==> config.mk <==
export PLATFORM = sky130hd
export DESIGN_NAME = ilc_link_ctrl
export DESIGN_NICKNAME = d
export VERILOG_FILES = /design/src/ilc_pkg.sv /design/src/ilc_link_ctrl.sv /design/src/ilc_fifo.sv /design/src/ilc_addr_filter.sv
export SDC_FILE = /design/constraint.sdc
export NUM_CORES = 1
export LEC_CHECK = 0
export BUFFER_PORTS_ARGS = -buffer_cell sky130_fd_sc_hd__buf_4
export CAP_MARGIN = 25
export CORE_UTILIZATION = 36
export CTS_CLUSTER_SIZE = 28
export DETAILED_ROUTE_END_ITERATION = 10
export GPL_TIMING_DRIVEN = 0
export PLACE_DENSITY = 0.67
export RECOVER_POWER = 25
export SETUP_SLACK_MARGIN = 0.4
export SLEW_MARGIN = 15
export SYNTH_ARGS = -nofsm -noshare
export SYNTH_HDL_FRONTEND = slang
export SYNTH_SLANG_ARGS = --single-unit
export TNS_END_PERCENT = 50
==> constraint.sdc <==
create_clock -name mclk -period 2.95 [get_ports mclk]
set_clock_uncertainty 0.1 [all_clocks]
set_input_delay 0.1475 -clock mclk [delete_from_list [all_inputs] [get_ports mclk]]
set_output_delay 0.1475 -clock mclk [all_outputs]
set_load 0.005 [all_outputs]
==> src/ilc_pkg.sv <==
// Shared constants and types of the infrared link control block.
// Assumes a single clock domain and register access over the peripheral bus.
// How it works
// RQ1: Pin carries IR OR SIR when drive set.
// RQ2: Mode code picks none, SIR, MIR or FIR.
// RQ3: MIR and FIR share controls, separate status.
// RQ4: Fast done low while FIR transmit enabled.
// RQ5: Medium done low while MIR transmit enabled.
// RQ6: Software polls busy before clearing transmit.
// RQ7: Loopback joins transmit shifter to receive shifter.
// RQ8: Software clears enables before changing mode.
// RQ9: Other control fields change while active.
// RQ10: Filter on stores only matching or broadcast frames.
// RQ11: Receive invert flips serial input before decoding.
// RQ12: Send invert flips encoded output to pin.
// RQ13: Receive enable low stops receive logic.
// RQ14: Transmit enable low stops transmit logic.
// RQ15: Underrun sends CRC/stop/pulse, or an abort.
// RQ16: Rate pick selects 0.576 or 1.152 Mbit/s.
// RQ17: Software writes zero to control bit zero.
// RQ18: Matching frames stored, others skipped entirely.
// RQ19: All-ones address is broadcast, always accepted.
// RQ20: Match value rewritable any time, used next.
// RQ21: DMA packs bytes into 32-bit words.
// RQ22: Busy flag high only while sending frame.
// RQ23: Software writes zero to reserved bits.
package ilc_pkg;

	// Byte addresses of the registers.
	localparam logic [31:0] ENABLE_ADDR  = 32'h808b_0000;
	localparam logic [31:0] CONTROL_ADDR = 32'h808b_0004;
	localparam logic [31:0] MATCH_ADDR   = 32'h808b_0008;
	localparam logic [31:0] FLAGS_ADDR   = 32'h808b_000c;

	// Reset values.
	localparam logic [31:0] ENABLE_RESET  = 32'h0000_0018;
	localparam logic [31:0] CONTROL_RESET = 32'h0000_0000;
	localparam logic [31:0] MATCH_RESET   = 32'h0000_0000;

	// Field positions of the enable register.
	localparam int EN_MODE_LO   = 0;
	localparam int EN_LOOP      = 2;
	localparam int EN_MED_DONE  = 3;
	localparam int EN_FAST_DONE = 4;

	// Field positions of the control register; bit 0 always reads zero.
	localparam int CT_RATE   = 1;
	localparam int CT_UNDER  = 2;
	localparam int CT_SEND   = 3;
	localparam int CT_RECV   = 4;
	localparam int CT_TXINV  = 5;
	localparam int CT_RXINV  = 6;
	localparam int CT_FILTER = 7;

	// Field position of the busy bit in the flag register.
	localparam int FL_BUSY = 9;

	// Width of the address match field and the broadcast address.
	localparam int          ADDR_W    = 8;
	localparam logic [7:0]  BROADCAST = 8'hff;

	// Encoder selection, in the order of the two-bit mode code.
	typedef enum logic [1:0] {MODE_OFF, MODE_SIR, MODE_MIR, MODE_FIR} ilc_mode_t;

endpackage : ilc_pkg

==> src/ilc_link_ctrl.sv <==
// Control plane of the infrared serial controller: registers, mode select,
// pin routing, polarity, loopback, underrun policy and receive filtering.
// Assumes the decoders and encoders sit outside and run from mclk enables.
module ilc_link_ctrl #(
	parameter int FIFO_DEPTH = 16
) (
	// Clock and reset.
	input  wire logic        mclk,
	input  wire logic        rst_b,
	// Peripheral bus slave.
	input  wire logic        psel,
	input  wire logic        penable,
	input  wire logic        pwrite,
	input  wire logic [31:0] paddr,
	input  wire logic [31:0] pwdata,
	output logic      [31:0] prdata,
	output logic             pready,
	output logic             pslverr,
	// System pin routing.
	input  wire logic        ir_pin_drive,
	input  wire logic        uart_tx,
	input  wire logic        uart_sir_tx,
	output logic             txd_pin,
	input  wire logic        rxd_pin,
	// Encoder select and settings towards the shared MIR/FIR modules.
	output logic             sir_sel,
	output logic             mir_sel,
	output logic             fir_sel,
	output logic             medium_rate_pick,
	output logic             tx_run,
	output logic             rx_run,
	// Serial path to the encoders and decoders.
	input  wire logic        tx_encoded,
	input  wire logic        tx_shift_bit,
	output logic             rx_serial,
	// Transmit status from the encoders, and the underrun responses sent back to them.
	input  wire logic        mir_tx_in_frame,
	input  wire logic        fir_tx_in_frame,
	input  wire logic        tx_aborting,
	input  wire logic        tx_underrun,
	output logic             tx_end_frame,
	output logic             tx_abort,
	// Received bytes from the decoder.
	input  wire logic        rx_byte_valid,
	output logic             rx_byte_ready,
	input  wire logic        rx_byte_first,
	input  wire logic        rx_byte_last,
	input  wire logic [7:0]  rx_byte,
	// Accepted bytes towards the data register or DMA.
	output logic             rx_out_valid,
	input  wire logic        rx_out_ready,
	output logic      [8:0]  rx_out_data
);
	// Enable register fields.
	ilc_pkg::ilc_mode_t mode_reg;        // Selected encoder.
	logic               loop_back_reg;   // Loopback for MIR and FIR.
	logic               medium_tx_done_reg;
	logic               fast_tx_done_reg;
	// Control register fields.
	logic               rate_reg;
	logic               underrun_action_reg;
	logic               send_on_reg;
	logic               receive_on_reg;
	logic               send_invert_reg;
	logic               receive_invert_reg;
	logic               addr_filter_on_reg;
	// Match value.
	logic [7:0]         addr_filter_value_reg;
	// Bus decode and other internal nets.
	logic               wr_en;
	logic               rd_setup;
	logic               hit_en;
	logic               hit_ct;
	logic               hit_mv;
	logic               hit_fl;
	logic               fast_mode;
	logic               sender_active;
	logic               ir_out;
	logic               keep;
	logic               fifo_in_ready;
	logic               fifo_push;
	logic               fifo_clear;

	// Address decode; the slave never inserts wait states.
	assign hit_en   = (paddr == ilc_pkg::ENABLE_ADDR);
	assign hit_ct   = (paddr == ilc_pkg::CONTROL_ADDR);
	assign hit_mv   = (paddr == ilc_pkg::MATCH_ADDR);
	assign hit_fl   = (paddr == ilc_pkg::FLAGS_ADDR);
	assign wr_en    = psel && penable && pwrite;
	assign rd_setup = psel && !penable && !pwrite;
	assign pready   = 1'b1;
	// Unmapped addresses answer with an error in the access phase.
	assign pslverr  = psel && penable && !(hit_en || hit_ct || hit_mv || hit_fl);

	// MIR and FIR share one control set; only the mode decides who listens. [RQ3]
	assign fast_mode = (mode_reg == ilc_pkg::MODE_MIR) || (mode_reg == ilc_pkg::MODE_FIR);

	// Enable register; the mode may be rewritten any time, software keeps
	// both enables clear first so no frame is cut mid-way. [RQ8]
	always_ff @(posedge mclk or negedge rst_b)
	begin
		if (!rst_b)
		begin
			mode_reg      <= ilc_pkg::ilc_mode_t'(ilc_pkg::ENABLE_RESET[1:0]);
			loop_back_reg <= ilc_pkg::ENABLE_RESET[ilc_pkg::EN_LOOP];
		end
		else if (wr_en && hit_en)
		begin
			mode_reg      <= ilc_pkg::ilc_mode_t'(pwdata[ilc_pkg::EN_MODE_LO +: 2]); // [RQ2]
			loop_back_reg <= pwdata[ilc_pkg::EN_LOOP];
		end
	end

	// Control register; every field but the enables takes effect at once. [RQ9]
	// Bit 0 is not stored, so it always reads zero. [RQ17]
	always_ff @(posedge mclk or negedge rst_b)
	begin
		if (!rst_b)
		begin
			rate_reg            <= ilc_pkg::CONTROL_RESET[ilc_pkg::CT_RATE];
			underrun_action_reg <= ilc_pkg::CONTROL_RESET[ilc_pkg::CT_UNDER];
			send_on_reg         <= ilc_pkg::CONTROL_RESET[ilc_pkg::CT_SEND];
			receive_on_reg      <= ilc_pkg::CONTROL_RESET[ilc_pkg::CT_RECV];
			send_invert_reg     <= ilc_pkg::CONTROL_RESET[ilc_pkg::CT_TXINV];
			receive_invert_reg  <= ilc_pkg::CONTROL_RESET[ilc_pkg::CT_RXINV];
			addr_filter_on_reg  <= ilc_pkg::CONTROL_RESET[ilc_pkg::CT_FILTER];
		end
		else if (wr_en && hit_ct)
		begin
			rate_reg            <= pwdata[ilc_pkg::CT_RATE];
			underrun_action_reg <= pwdata[ilc_pkg::CT_UNDER];
			send_on_reg         <= pwdata[ilc_pkg::CT_SEND];
			receive_on_reg      <= pwdata[ilc_pkg::CT_RECV];
			send_invert_reg     <= pwdata[ilc_pkg::CT_TXINV];
			receive_invert_reg  <= pwdata[ilc_pkg::CT_RXINV];
			addr_filter_on_reg  <= pwdata[ilc_pkg::CT_FILTER];
		end
	end

	// Match value may change mid-reception; the filter reads it live. [RQ20]
	always_ff @(posedge mclk or negedge rst_b)
	begin
		if (!rst_b)
		begin
			addr_filter_value_reg <= ilc_pkg::MATCH_RESET[7:0];
		end
		else if (wr_en && hit_mv)
		begin
			addr_filter_value_reg <= pwdata[7:0];
		end
	end

	// Done bits each belong to their own module, kept apart. [RQ3]
	// Low while that module's transmitter is enabled, high once it is not. [RQ4] [RQ5]
	always_ff @(posedge mclk or negedge rst_b)
	begin
		if (!rst_b)
		begin
			medium_tx_done_reg <= ilc_pkg::ENABLE_RESET[ilc_pkg::EN_MED_DONE];
			fast_tx_done_reg   <= ilc_pkg::ENABLE_RESET[ilc_pkg::EN_FAST_DONE];
		end
		else
		begin
			medium_tx_done_reg <= !(send_on_reg && mode_reg == ilc_pkg::MODE_MIR); // [RQ5]
			fast_tx_done_reg   <= !(send_on_reg && mode_reg == ilc_pkg::MODE_FIR); // [RQ4]
		end
	end

	// Busy only while a frame goes out; idle, disabled and abort read zero.
	// Software polls this before dropping the transmit enable. [RQ6]
	assign sender_active = send_on_reg && !tx_aborting                          // [RQ22]
	                       && ((mode_reg == ilc_pkg::MODE_MIR && mir_tx_in_frame)
	                       ||  (mode_reg == ilc_pkg::MODE_FIR && fir_tx_in_frame));

	// Read data is captured in the setup phase so it is a flop in the access phase.
	// Reserved bits read zero; software must not rely on them. [RQ23]
	always_ff @(posedge mclk or negedge rst_b)
	begin
		if (!rst_b)
		begin
			prdata <= 32'h0000_0000;
		end
		else if (rd_setup)
		begin
			prdata <= 32'h0000_0000;
			if (hit_en)
			begin
				prdata[1:0]                    <= mode_reg;
				prdata[ilc_pkg::EN_LOOP]       <= loop_back_reg;
				prdata[ilc_pkg::EN_MED_DONE]   <= medium_tx_done_reg;
				prdata[ilc_pkg::EN_FAST_DONE]  <= fast_tx_done_reg;
			end
			else if (hit_ct)
			begin
				prdata[ilc_pkg::CT_RATE]   <= rate_reg;
				prdata[ilc_pkg::CT_UNDER]  <= underrun_action_reg;
				prdata[ilc_pkg::CT_SEND]   <= send_on_reg;
				prdata[ilc_pkg::CT_RECV]   <= receive_on_reg;
				prdata[ilc_pkg::CT_TXINV]  <= send_invert_reg;
				prdata[ilc_pkg::CT_RXINV]  <= receive_invert_reg;
				prdata[ilc_pkg::CT_FILTER] <= addr_filter_on_reg;
			end
			else if (hit_mv)
			begin
				prdata[7:0] <= addr_filter_value_reg;
			end
			else if (hit_fl)
			begin
				prdata[ilc_pkg::FL_BUSY] <= sender_active;
			end
		end
	end

	// Encoder selection straight from the mode code. [RQ2]
	assign sir_sel          = (mode_reg == ilc_pkg::MODE_SIR);
	assign mir_sel          = (mode_reg == ilc_pkg::MODE_MIR);
	assign fir_sel          = (mode_reg == ilc_pkg::MODE_FIR);
	// Zero picks 0.576 Mbit/s, one picks 1.152 Mbit/s. [RQ16]
	assign medium_rate_pick = rate_reg;
	// These enables gate the encoder and decoder clocks off. [RQ13] [RQ14]
	assign tx_run           = send_on_reg && fast_mode;
	assign rx_run           = receive_on_reg && fast_mode;

	// Encoded output, inverted on request and silent while disabled. [RQ12] [RQ14]
	assign ir_out = tx_run && (tx_encoded ^ send_invert_reg);

	// Pin routing and receive path are registered to keep the pin glitch free.
	always_ff @(posedge mclk or negedge rst_b)
	begin
		if (!rst_b)
		begin
			txd_pin   <= 1'b0;
			rx_serial <= 1'b0;
		end
		else
		begin
			txd_pin <= ir_pin_drive ? (ir_out | uart_sir_tx) : uart_tx;          // [RQ1]
			if (!rx_run)
			begin
				rx_serial <= 1'b0;                                           // [RQ13]
			end
			else if (loop_back_reg)
			begin
				rx_serial <= tx_shift_bit;                                   // [RQ7]
			end
			else
			begin
				rx_serial <= rxd_pin ^ receive_invert_reg;                   // [RQ11]
			end
		end
	end

	// Underrun policy: normal close (CRC, stop flag, pulse) or abort. [RQ15]
	always_ff @(posedge mclk or negedge rst_b)
	begin
		if (!rst_b)
		begin
			tx_end_frame <= 1'b0;
			tx_abort     <= 1'b0;
		end
		else
		begin
			tx_end_frame <= tx_run && tx_underrun && !underrun_action_reg;      // [RQ15]
			tx_abort     <= tx_run && tx_underrun && underrun_action_reg;       // [RQ15]
		end
	end

	// Filter decides frame by frame; rejected bytes are drained and dropped.
	ilc_addr_filter u_filter (
		.mclk        (mclk),
		.rst_b       (rst_b),
		.filter_on   (addr_filter_on_reg),
		.match_value (addr_filter_value_reg),
		.byte_take   (rx_byte_valid && rx_byte_ready),
		.byte_first  (rx_byte_first),
		.byte_data   (rx_byte),
		.keep        (keep)
	);

	// A full FIFO stalls the decoder, but a rejected byte never waits.
	assign fifo_push     = rx_byte_valid && keep && rx_run;                // [RQ10]
	assign rx_byte_ready = !rx_run || !keep || fifo_in_ready;
	// Dropping the receive enable flushes whatever was buffered. [RQ13]
	assign fifo_clear    = !receive_on_reg;

	ilc_fifo #(
		.WIDTH (9),
		.DEPTH (FIFO_DEPTH)
	) u_fifo (
		.mclk      (mclk),
		.rst_b     (rst_b),
		.clear     (fifo_clear),
		.in_valid  (fifo_push),
		.in_ready  (fifo_in_ready),
		.in_data   ({rx_byte_last, rx_byte}),
		.out_valid (rx_out_valid),
		.out_ready (rx_out_ready),
		.out_data  (rx_out_data)
	);
endmodule // ilc_link_ctrl

==> src/ilc_fifo.sv <==
// Synchronous FIFO holding accepted receive bytes.
// Assumes DEPTH is a power of two; clear empties it in one cycle.
module ilc_fifo #(
	parameter int WIDTH = 9,
	parameter int DEPTH = 16
) (
	// Clock and reset.
	input  wire logic             mclk,
	input  wire logic             rst_b,
	input  wire logic             clear,
	// Filling side.
	input  wire logic             in_valid,
	output logic                  in_ready,
	input  wire logic [WIDTH-1:0] in_data,
	// Draining side.
	output logic                  out_valid,
	input  wire logic             out_ready,
	output logic      [WIDTH-1:0] out_data
);
	localparam int AW = $clog2(DEPTH);

	logic [WIDTH-1:0] mem [DEPTH];  // Storage, no reset needed.
	logic [AW-1:0]    wr_ptr_reg;   // Next slot to write.
	logic [AW-1:0]    rd_ptr_reg;   // Oldest entry.
	logic [AW:0]      count_reg;    // Entries held.
	logic             push;
	logic             pop;

	// Full and empty come straight from the count, so they never lie.
	assign in_ready  = (count_reg != (AW+1)'(DEPTH));
	assign out_valid = (count_reg != '0);
	assign out_data  = mem[rd_ptr_reg];
	assign push      = in_valid && in_ready && !clear;
	assign pop       = out_valid && out_ready && !clear;

	// Storage write.
	always_ff @(posedge mclk)
	begin
		if (push)
		begin
			mem[wr_ptr_reg] <= in_data;
		end
	end

	// Pointers and count; clear wins over any transfer.
	always_ff @(posedge mclk or negedge rst_b)
	begin
		if (!rst_b)
		begin
			wr_ptr_reg <= '0;
			rd_ptr_reg <= '0;
			count_reg  <= '0;
		end
		else if (clear)
		begin
			wr_ptr_reg <= '0;
			rd_ptr_reg <= '0;
			count_reg  <= '0;
		end
		else
		begin
			wr_ptr_reg <= wr_ptr_reg + AW'(push);
			rd_ptr_reg <= rd_ptr_reg + AW'(pop);
			count_reg  <= count_reg + (AW+1)'(push) - (AW+1)'(pop);
		end
	end

endmodule // ilc_fifo

==> src/ilc_addr_filter.sv <==
// Receive address filter: decides per frame whether its bytes are kept.
// Assumes the decoder marks the address byte of each frame as first.
module ilc_addr_filter (
	// Clock and reset.
	input  wire logic       mclk,
	input  wire logic       rst_b,
	// Settings.
	input  wire logic       filter_on,
	input  wire logic [7:0] match_value,
	// Byte being offered.
	input  wire logic       byte_take,
	input  wire logic       byte_first,
	input  wire logic [7:0] byte_data,
	// Verdict for the offered byte.
	output logic            keep
);
	logic keep_reg;  // Verdict latched from the frame's address byte.
	logic hit;       // Address byte would be accepted.

	// The live match value is compared, so a rewrite acts on the next frame. [RQ20]
	assign hit  = !filter_on || (byte_data == match_value)   // [RQ10] [RQ18]
	              || (byte_data == ilc_pkg::BROADCAST);      // [RQ19]
	assign keep = byte_first ? hit : keep_reg;

	// Hold the verdict so the rest of a rejected frame is skipped. [RQ18]
	always_ff @(posedge mclk or negedge rst_b)
	begin
		if (!rst_b)
		begin
			keep_reg <= 1'b1;
		end
		else if (byte_take && byte_first)
		begin
			keep_reg <= hit;
		end
	end

endmodule // ilc_addr_filter

* Word-level counts from Yosys, hierarchy flattened *
Memory sizes are Yosys's and may differ from the RTL's.
Index checks and enable logic that the tools add are counted.

cells by class
  add/subtract/negate cells = 4
  equality and inequality tests = 10
  mux-type cells = 18
  bitwise gates (word level) = 3
  reductions and logical operators = 48

operators with widths
  cell                  number
  $eq 32x32->1 const B  4
  $logic_and 1x1->1     28
  $mux 1                11
  $logic_not 1->1       10
  $mux 5                2
  $logic_or 1x1->1      9
  $add 4x1->4           2
  $eq 8x8->1            1
  $eq 8x8->1 const B    1
  $mux 4                2
  $mux 8                1
  $mux 7                1
  $add 5x1->5           1
  $ne 5x5->1 const B    1
  $reduce_bool 5->1     1
  $sub 5x1->5           1
  $eq 2x2->1 const B    2
  $mux 3                1
  $eq 2x1->1 const B    1
  $xor 1x1->1           2
  $or 1x1->1            1

storage, ports and cells
  register bits after elaboration = 47
  bits in writable memories = 144
  bits of input ports = 91
  output and inout port bits = 55
  memories = 1

memories
  memory      words  width  rd ports  clocked after Yosys merged registers in  wr ports  line            source
  u_fifo.mem  16     9      1         0                                        1         ilc_fifo.sv:22  logic [WIDTH-1:0] mem [DEPTH];

* Logic depth before layout (Yosys ltp) *
Gate-level depths: netlist of run 1.

  depth in word-level cells = 11
  gate-level depth with buffers = 13

* Modules after synthesis *
From an unflattened synthesis of run 1, not the netlist that was laid out.

second synthesis, totals
  cell total of the unflattened synthesis = 497
  area, all modules = 8303.0 µm²

by module, submodules not included
  module           instances  cells each  area an instance (µm²)  seq. area each (µm²)
  ilc_fifo         1          314         6346.1                  4649.5
  ilc_link_ctrl    1          164         1793.0                  828.3
  ilc_addr_filter  1          19          163.9                   26.3

* Worst setup path after synthesis of run 1 *
No wires, ideal clock.

  path type = register -> register
  start point = register addr_filter_value_reg[6]
  end point = register u_fifo.count_reg[4]
  data arrival time = 2644 ps
  data required time = 2724 ps
  setup slack = 81 ps
  cell stages (with the launch flop) = 13
  period minus slack after synthesis = 2869 ps
  path through = dfrtp_1 xor2_1 nor4_1 a21oi_1 clkbuf_1 nor3_1 ha_1 inv_1 fa_1 nand2b_1 a21oi_1 o21ai_0 nor3b_1

on the way
  cells in the longest elaborated chain, start to end = 11

ends and longest elaborated chain
  item                            line                   source
  start, declared                 ilc_link_ctrl.sv:68    logic [7:0] addr_filter_value_reg;
  start signal, assigned          ilc_link_ctrl.sv:145   addr_filter_value_reg <= ilc_pkg::MATCH_RESET[7:0];
  start signal, assigned          ilc_link_ctrl.sv:149   addr_filter_value_reg <= pwdata[7:0];
  $eq 8x8->1                      ilc_addr_filter.sv:21  assign hit = !filter_on || (byte_data == match_value)
  $logic_or 1x1->1                ilc_addr_filter.sv:21
  $logic_or 1x1->1                ilc_addr_filter.sv:22  || (byte_data == ilc_pkg::BROADCAST);
  $mux 1                          ilc_addr_filter.sv:23  assign keep = byte_first ? hit : keep_reg;
  $logic_and 1x1->1 (2 in a row)  ilc_link_ctrl.sv:281   assign fifo_push = rx_byte_valid && keep && rx_run;
  $logic_and 1x1->1 (2 in a row)  ilc_fifo.sv:33         assign push = in_valid && in_ready && !clear;
  $add 5x1->5                     ilc_fifo.sv:64         count_reg <= count_reg + (AW+1)'(push) - (AW+1)'(pop);
  $sub 5x1->5                     ilc_fifo.sv:64
  $mux 5                          ilc_fifo.sv:54         else if (clear)
  end signal, assigned            ilc_fifo.sv:64
  end, declared                   ilc_fifo.sv:25         logic [AW:0] count_reg;

No other way between the ends.
A chain may end at the register's enable or synchronous reset.

* Worst setup path after layout of run 1 *
  start point = register receive_on_reg
  end point = register u_fifo.count_reg[4]

on the way
  cells in the longest elaborated chain, start to end = 7
  elaborated cells between the ends (all ways) = 8
  those cells by class = add/sub (2); mux (1); reduce/logical (5)

ends and longest elaborated chain
  item                            line                  source
  start, declared                 ilc_link_ctrl.sv:63   logic receive_on_reg;
  start signal, assigned          ilc_link_ctrl.sv:123  receive_on_reg <= ilc_pkg::CONTROL_RESET[ilc_pkg::CT_RECV];
  start signal, assigned          ilc_link_ctrl.sv:133  receive_on_reg <= pwdata[ilc_pkg::CT_RECV];
  $logic_and 1x1->1               ilc_link_ctrl.sv:222  assign rx_run = receive_on_reg && fast_mode;
  $logic_and 1x1->1               ilc_link_ctrl.sv:281
  $logic_and 1x1->1 (2 in a row)  ilc_fifo.sv:33
  $add 5x1->5                     ilc_fifo.sv:64
  $sub 5x1->5                     ilc_fifo.sv:64
  $mux 5 (*)                      ilc_fifo.sv:54

Every way passes the cells marked *; elsewhere a longest branch is shown, timed or not.

==> run_results.csv, run 1 <==
group,metric,value,unit
timing,timing.max_slew.rel_slack,22.5,%
timing,worst_slew_pin_slew,1.16,ns
grt,grt_max_degree,48,
setup_path,cp-end-kind,"flop",
logic_synthesis,synth_common_cells,"144 x edfxtp_1, 45 x mux4_2, 44 x dfrtp_1, 24 x buf_4, 21 x nor4_1",
finish,fin_nets,780,
finish,utilization,49.9,%
logic_synthesis,synth-seq-cells,191,
routing,avgViaCountPerCell,5.13,
clock_network,cts_inserted_buffers,17,
setup_path,critPathMaxFanout,10,
setup_path,max_stage_delay,0.53,ns
grt,grt_pass1_vias,5350,
die,fp-row-count,54,
setup_path,crit_family,"simple AND/OR/NAND/NOR gates",
die,core-area,22100,sq um
status,run_status,"complete, no violations",
clock_network,clk_pin_slew,0.07,ns
timing,fin_crit,2.69,ns
routing,final_antenna_net_count,0,
timing,setup_slack,0.262,ns
logic_synthesis,synth-async-reset-ratio,24.6,%
finish,synthToLayoutAreaGrowth,33.9,%
setup_path,r2r_start,"receive_on_reg",
finish,largest_register_ff_count,144,
logic_synthesis,synth_area,8230,sq um
logic_synthesis,yosys-top-cells-area,"edfxtp_1 53%, dfrtp_1 13%, mux4_2 12%",
timing,slew_violations,0,
setup_path,critPathKind,"flop to flop",
routing,via_count,4980,
timing,hold_viol,0,
clock_network,cts_root_buf,"clkbuf_16",
setup_path,cp.arrival,2.90,ns
logic_synthesis,avgSynthCellArea,17.3,sq um
placed_design,dp_cells,892,
logic_synthesis,synth_top_area_share,52.5,%
routing,drt_iter0_drc,307,
setup_path,cp_slowest_cell,"dfrtp_1",
worst_hold_path,worstHoldStart,"rxd_pin",
clock_network,clock_sinks,191,
worst_hold_path,hold_path_class,"primary input to flop",
placed_design,gp_congestion,0.802,
power,p_leak,0.00410,uW
placed_design,dp_slack,-0.473,ns
worst_hold_path,min_path_cells,4,
finish,instances_no_fill,971,
power,combPwrFrac,4.0,%
power,swShare,22.2,%
setup_path,ff2ff_path_depth,11,
setup_path,ff2ff_setup_slack,0.26,ns
timing,finalCritPeriodShare,91.1,%
setup_path,crit_buf_inv,2,
grt,grt_use_total,17.4,%
logic_synthesis,yosysWarnings,0,
clock_network,cts_tree,"done",
logic_synthesis,synth_ff_type,"edfxtp_1",
power,seqPwrFrac,52.2,%
power,p_switching,1230,uW
die,die_x,153,um
routing,dr.pass1.iters,4,
power,p_int,4320,uW
setup_path,path_cells,"and2_0, nand3b_1, clkbuf_8, nor3_4, ha_2, inv_2, fa_2, nand2b_4, a21oi_4, o21ai_1, nor3b_1",
clock_network,cts_max_level,4,
finish,diodes,0,
logic_synthesis,yosysMostFrequentCell,"edfxtp_1",
worst_hold_path,min_to,"rx_serial",
power,p_per_area,503,nW/um^2
grt,antenna_found_initial,0,
die,fp.dieH,153,um
logic_synthesis,synth_edf_count,144,
setup_path,startpoint_type,"flop",
routing,drcViolationCount,0,
logic_synthesis,ys_types,51,
die,dieArea,23500,sq um
die,pin_count,146,
power,ir_worst_vdd,0.425,mV
logic_synthesis,ys_seq_area_share,66.9,%
setup_path,rr_endpoint,"u_fifo.count_reg[4]",
grt,grt_pass1_wl,30.2,mm
finish,drive_above_1_share,43.6,%
routing,wl_per_cell,20.3,um
logic_synthesis,synthCells,477,
placed_design,dp_hpwl,13.0,mm
clock_network,cts_buffer_depth,2,
power,p_clk_share,43.8,%
timing,setup_violations,0,
grt,grt-ovfl-total,0,
clock_network,clock_latency,0.43,ns
die,start_util,37.3,%
placed_design,portBuffers,96,
timing,fmax,0.372,GHz
logic_synthesis,netlist.top_cell.by_area,"edfxtp_1",
timing,rsz0062_at_grt,"yes",
setup_path,worstPathRequired,3.16,ns
run,maxCapViolations,0,
routing,drt_wl_total,19.7,mm
[layer usage]
metal | share of wire [%] | global-route usage (%)
met1 | 41 | 21.0
met2 | 52 | 30.4
met3 | 5.3 | 4.14
met4 | 2.0 | 6.20
met5 | 0 | 0
[worst min-delay path, stage by stage]
cell     delay (ns)
buf_4          0.08
xnor2_1        0.05
o21ai_0        0.13
and2_1         0.13
[what timing repair did]
action	in CTS	in global routing
hold buffers	26	0
gates resized for setup	63	10
pin swaps	10	11
setup endpoints to repair	143	111
endpoints found under the hold margin	214	0
buffers inserted	12	6
cloned	2	1
[stage by stage]
stage               total power, uW  area, sq um  TNS [ns]  hold slack (ns)
floorplan                      3010         8340         0           -0.248
global placement               3130         9410    -78.96           0.0824
detailed placement             3140         9610     -3.60           0.0970
CTS                            5590        10900         0           0.0379
global route                   5720        11000         0           0.0708
finish                         5550        11000         0           0.0403
[layout by cell type, fill, tap and decap left out, types with 15 or more instances in the layout]
cell,Yosys,final
buf_4,24,129
nor4_4,2,15
nand2_1,16,16
mux2_2,19,19
mux4_2,45,45
dlygate4sd3_1,0,26
dfrtp_1,44,44
edfxtp_1,144,144
clkbuf_16,0,18
conb_1,2,24
nor2_1,15,15
[worst max-delay path by stage]
stage	from	end	slack (ns)	cells past startpoint
after detailed placement	receive_on_reg	u_fifo.count_reg[4]	-0.47	11
after global routing	receive_on_reg	u_fifo.count_reg[4]	0.09	11
final	receive_on_reg	u_fifo.count_reg[4]	0.26	11
after CTS	addr_filter_value_reg[1]	u_fifo.count_reg[4]	0.24	12
after global placement	receive_on_reg	u_fifo.mem[4][1]	-0.67	4
after floorplan	u_fifo.count_reg[2]	u_fifo.mem[10][0]	0.18	6
[power by group through the flow]
stage / Combinational (uW) / Sequential (uW) / Clock [uW]
floorplan: 57.1 / 2950 / 0
global placement: 182 / 2950 / 0
detailed placement: 189 / 2950 / 0
CTS: 222 / 2890 / 2470
global route: 239 / 2890 / 2590
finish: 222 / 2890 / 2430
[cell type report]
type / instances / area, sq um
Clock buffer: 17 / 425
Inverter: 11 / 41.3
Sequential cell: 191 / 5500
Clock inverter: 15 / 214
Tap cell: 280 / 350
Buffer: 43 / 370
Fill cell: 1808 / 11100
Timing Repair Buffer: 160 / 1320
Multi-Input combinational cell: 254 / 2790
[kinds of logic (layout without fill, tap and decap cells)]
family | after synthesis | after routing | share of synthesized area (%)
buffers and inverters | 54 | 246 | 3.63
other | 2 | 24 | 0.0912
DFF | 191 | 191 | 66.9
and+or+nand+nor | 108 | 108 | 8.34
xor gates and xnor gates | 17 | 17 | 1.81
adders and majority gates | 11 | 11 | 1.76
muxes | 65 | 65 | 15.0
AOI/OAI and AO/OA | 29 | 29 | 2.46
Note: power is estimated with default switching activity, not from simulation.
==> inputs of run 2 (changes only) <==
ABC_AREA = 1   (was default)
PLACE_DENSITY = 0.66   (was 0.67)
==> run 2 against run 1 <==
  * Largest cell class unchanged
  * Worst setup slack better by 0.10 ns
  * Die area is 7.1% higher
  * Worst hold slack better by 0.0041 ns
  * Via count is 30% higher
  * Highest routed layer unchanged
  * First-iteration DRC count is 61% higher
  * Utilization is 2.1 points lower
  * Critical endpoint unchanged
  * Critical path depth is 9 higher
  * Fmax is 4.0% higher
==> run_results.csv, run 2 <==
group,metric,value,unit
status,run_status,"complete, no violations",
die,fp-row-count,56,
power,power,5520,uW
setup_path,max_stage_delay,0.43,ns
finish,instances_no_fill,1310,
timing,fin_crit,2.58,ns
worst_hold_path,hold_path_class,"primary input to flop",
power,swShare,21.0,%
grt,grt_pass1_wl,33.8,mm
grt,use_met3,5.50,%
power,p_per_area,487,nW/um^2
die,die_x,159,um
logic_synthesis,ys_seq_area_share,62.4,%
routing,drt_wl_total,22.6,mm
die,fp.dieH,159,um
setup_path,worstPathRequired,3.21,ns
logic_synthesis,synth_area,8820,sq um
clock_network,cts_root_buf,"clkbuf_16",
setup_path,cpMostUsedCell,"nand2_1",
setup_path,startpoint_type,"primary input",
grt,grt_use_total,18.6,%
routing,via_count,6452,
routing,drcViolationCount,0,
finish,diodes,0,
setup_path,cp.arrival,2.85,ns
timing,worst_slew_pin_slew,1.19,ns
routing,final_antenna_net_count,0,
routing,wl_per_cell,17.2,um
logic_synthesis,avgSynthCellArea,11.3,sq um
setup_path,path_cells,"clkdlybuf4s25_1, clkbuf_1, nand2_1, nand2_1, nand2_1, nor2_1, nand2_2, nand3_4, nand3b_4, buf_8, inv_4, ha_4, inv_1, fa_2, inv_1, nand2_1, a21oi_1, nor2_1, xor2_1, nor2_1",
grt,busiest_layer,"met2",
logic_synthesis,synth_common_cells,"144 x edfxtp_1, 110 x nand2_1, 97 x inv_1, 44 x dfrtp_1, 41 x a21oi_1",
finish,largest_register_ff_count,144,
grt,grt_max_degree,48,
die,start_util,37.2,%
power,p_switching,1160,uW
power,p_clk_share,43.0,%
logic_synthesis,synth_edf_count,144,
setup_path,cp_slowest_cell,"clkbuf_1",
logic_synthesis,synth-async-reset-ratio,24.6,%
finish,drive_above_1_share,26.6,%
logic_synthesis,ys_types,44,
timing,fmax,0.387,GHz
run,maxCapViolations,0,
logic_synthesis,synth-seq-cells,191,
clock_network,cts_buffer_depth,2,
finish,final_cell_mix,"144 x edfxtp_1, 131 x buf_4, 109 x nand2_1",
finish,synthToLayoutAreaGrowth,28.6,%
logic_synthesis,synth_ff_type,"edfxtp_1",
grt,grt_pass1_vias,6203,
clock_network,cts_tree,"done",
logic_synthesis,synth_top_area_share,49.0,%
timing,slew_violations,0,
logic_synthesis,yosysWarnings,0,
placed_design,portBuffers,97,
die,core-area,23800,sq um
grt,use_met1,23.4,%
routing,drt_iter0_drc,495,
clock_network,clock_sinks,191,
grt,grt-ovfl-total,0,
timing,finalCritPeriodShare,87.6,%
clock_network,clock_latency,0.43,ns
placed_design,gp_congestion,0.903,
clock_network,cts_inserted_buffers,17,
timing,setup_violations,0,
timing,rsz0062_at_grt,"yes",
setup_path,cp-end-kind,"flop",
die,dieArea,25100,sq um
grt,met2_usage,30.0,%
timing,timing.max_slew.rel_slack,20.4,%
logic_synthesis,yosysMostFrequentCell,"edfxtp_1",
finish,mostFrequentLayoutCell,"edfxtp_1",
logic_synthesis,netlist.top_cell.by_area,"edfxtp_1",
power,seqPwrFrac,52.4,%
die,pin_count,146,
clock_network,clk_pin_slew,0.07,ns
placed_design,dp_hpwl,14.5,mm
routing,dr.pass1.iters,6,
clock_network,cts_max_level,4,
placed_design,dp_cells,1228,
timing,hold_viol,0,
timing,whs,0.0444,ns
power,p_leak,0.00465,uW
power,ir_worst_vdd,0.353,mV
setup_path,critPathKind,"primary input to flop",
logic_synthesis,synthCells,784,
power,combPwrFrac,4.6,%
timing,setup-tns-final,0,ns
grt,antenna_found_initial,2,
logic_synthesis,yosys-top-cells-area,"edfxtp_1 49%, dfrtp_1 12%, nand2_1 4.7%",
routing,avgViaCountPerCell,4.93,
setup_path,critPathMaxFanout,5,
finish,fin_nets,1081,
power,p_int,4370,uW
finish,fill_cells,2117,
[run 2: cell type report]
type	instances	area, sq um	share of cell area (%)
inverters	105	398	3.51
plain buffers	54	359	3.17
flip-flops and latches	191	5510	48.5
clock inverters	14	183	1.61
multi-input cells	456	2860	25.2
clock buffers	17	425	3.75
well taps	319	399	3.52
repair buffers	154	1220	10.8
[run 2: what timing repair did]
item | 4_1_cts | 5_1_grt
endpoints found under the hold margin | 189 | 0
hold buffers | 37 | 0
pin swaps | 4 | 8
resized for setup | 13 | 32
setup buffers | 8 | 5
cloned | 0 | 1
endpoints found under the setup margin | 62 | 68
[run 2: cell families (layout without fill, tap and decap cells)]
group,count (synthesis),after routing,synth area share (%)
AO/OA/AOI/OAI,150,150,10.2
XOR/XNOR,9,9,0.893
flip-flops,191,191,62.4
AND/OR/NAND/NOR,226,226,12.5
adder cells (fa/ha/maj),11,11,1.64
other,2,24,0.0851
buffers and inverters,159,344,8.17
multiplexers,36,36,4.08
[run 2: path summary, 6_finish.rpt]
| path | startpoint | to | slack, ns | depth (start not counted) |
|---|---|---|---|---|
| hold reg to reg | mode_reg[0] | fast_tx_done_reg | 0.33 | 1 |
| min in group asynchronous | rst_b | rx_serial | 0.39 | 2 |
| max in group asynchronous | rst_b | addr_filter_value_reg[4] | 1.56 | 2 |
| setup / recovery | rx_byte[7] | u_fifo.count_reg[4] | 0.37 | 20 |
| hold / removal | psel | prdata[3] | 0.04 | 5 |
| setup reg to reg | addr_filter_value_reg[6] | u_fifo.count_reg[4] | 0.46 | 17 |
[run 2: power groups by stage]
stage	Sequential (uW)	Combinational, uW	Clock, uW
4_1_cts	2900	252	2390
3_5_place_dp	2950	203	0
5_1_grt	2900	276	2470
3_3_place_gp	2950	200	0
6_report	2900	253	2370
2_1_floorplan	2960	68.6	0
[run 2: metrics by stage]
stage | utilization (%) | setup slack, ns | area (sq um)
2_1_floorplan | - | 0.455 | 8910
3_3_place_gp | 42.2 | -0.243 | 10000
3_5_place_dp | 42.8 | -0.0562 | 10200
4_1_cts | 47.3 | 0.396 | 11200
5_1_grt | 47.8 | 0.204 | 11300
6_report | 47.8 | 0.366 | 11300
[run 2: worst max-delay path, delay by kind of cell]
| kind | cells | cell delay [ns] |
|---|---|---|
| simple gates | 10 | 0.85 |
| buf+inv | 6 | 1.08 |
| fa+ha+maj | 2 | 0.48 |
| compound gates | 1 | 0.14 |
| xor+xnor | 1 | 0.13 |
[run 2: layer usage]
metal	part of all wire (%)	routed length, um	vias to the layer above
li1	-	-	3070
met2	46	10400	308
met4	3.3	753	0
met1	41	9260	3033
met3	9.7	2200	41
met5	0	0	-
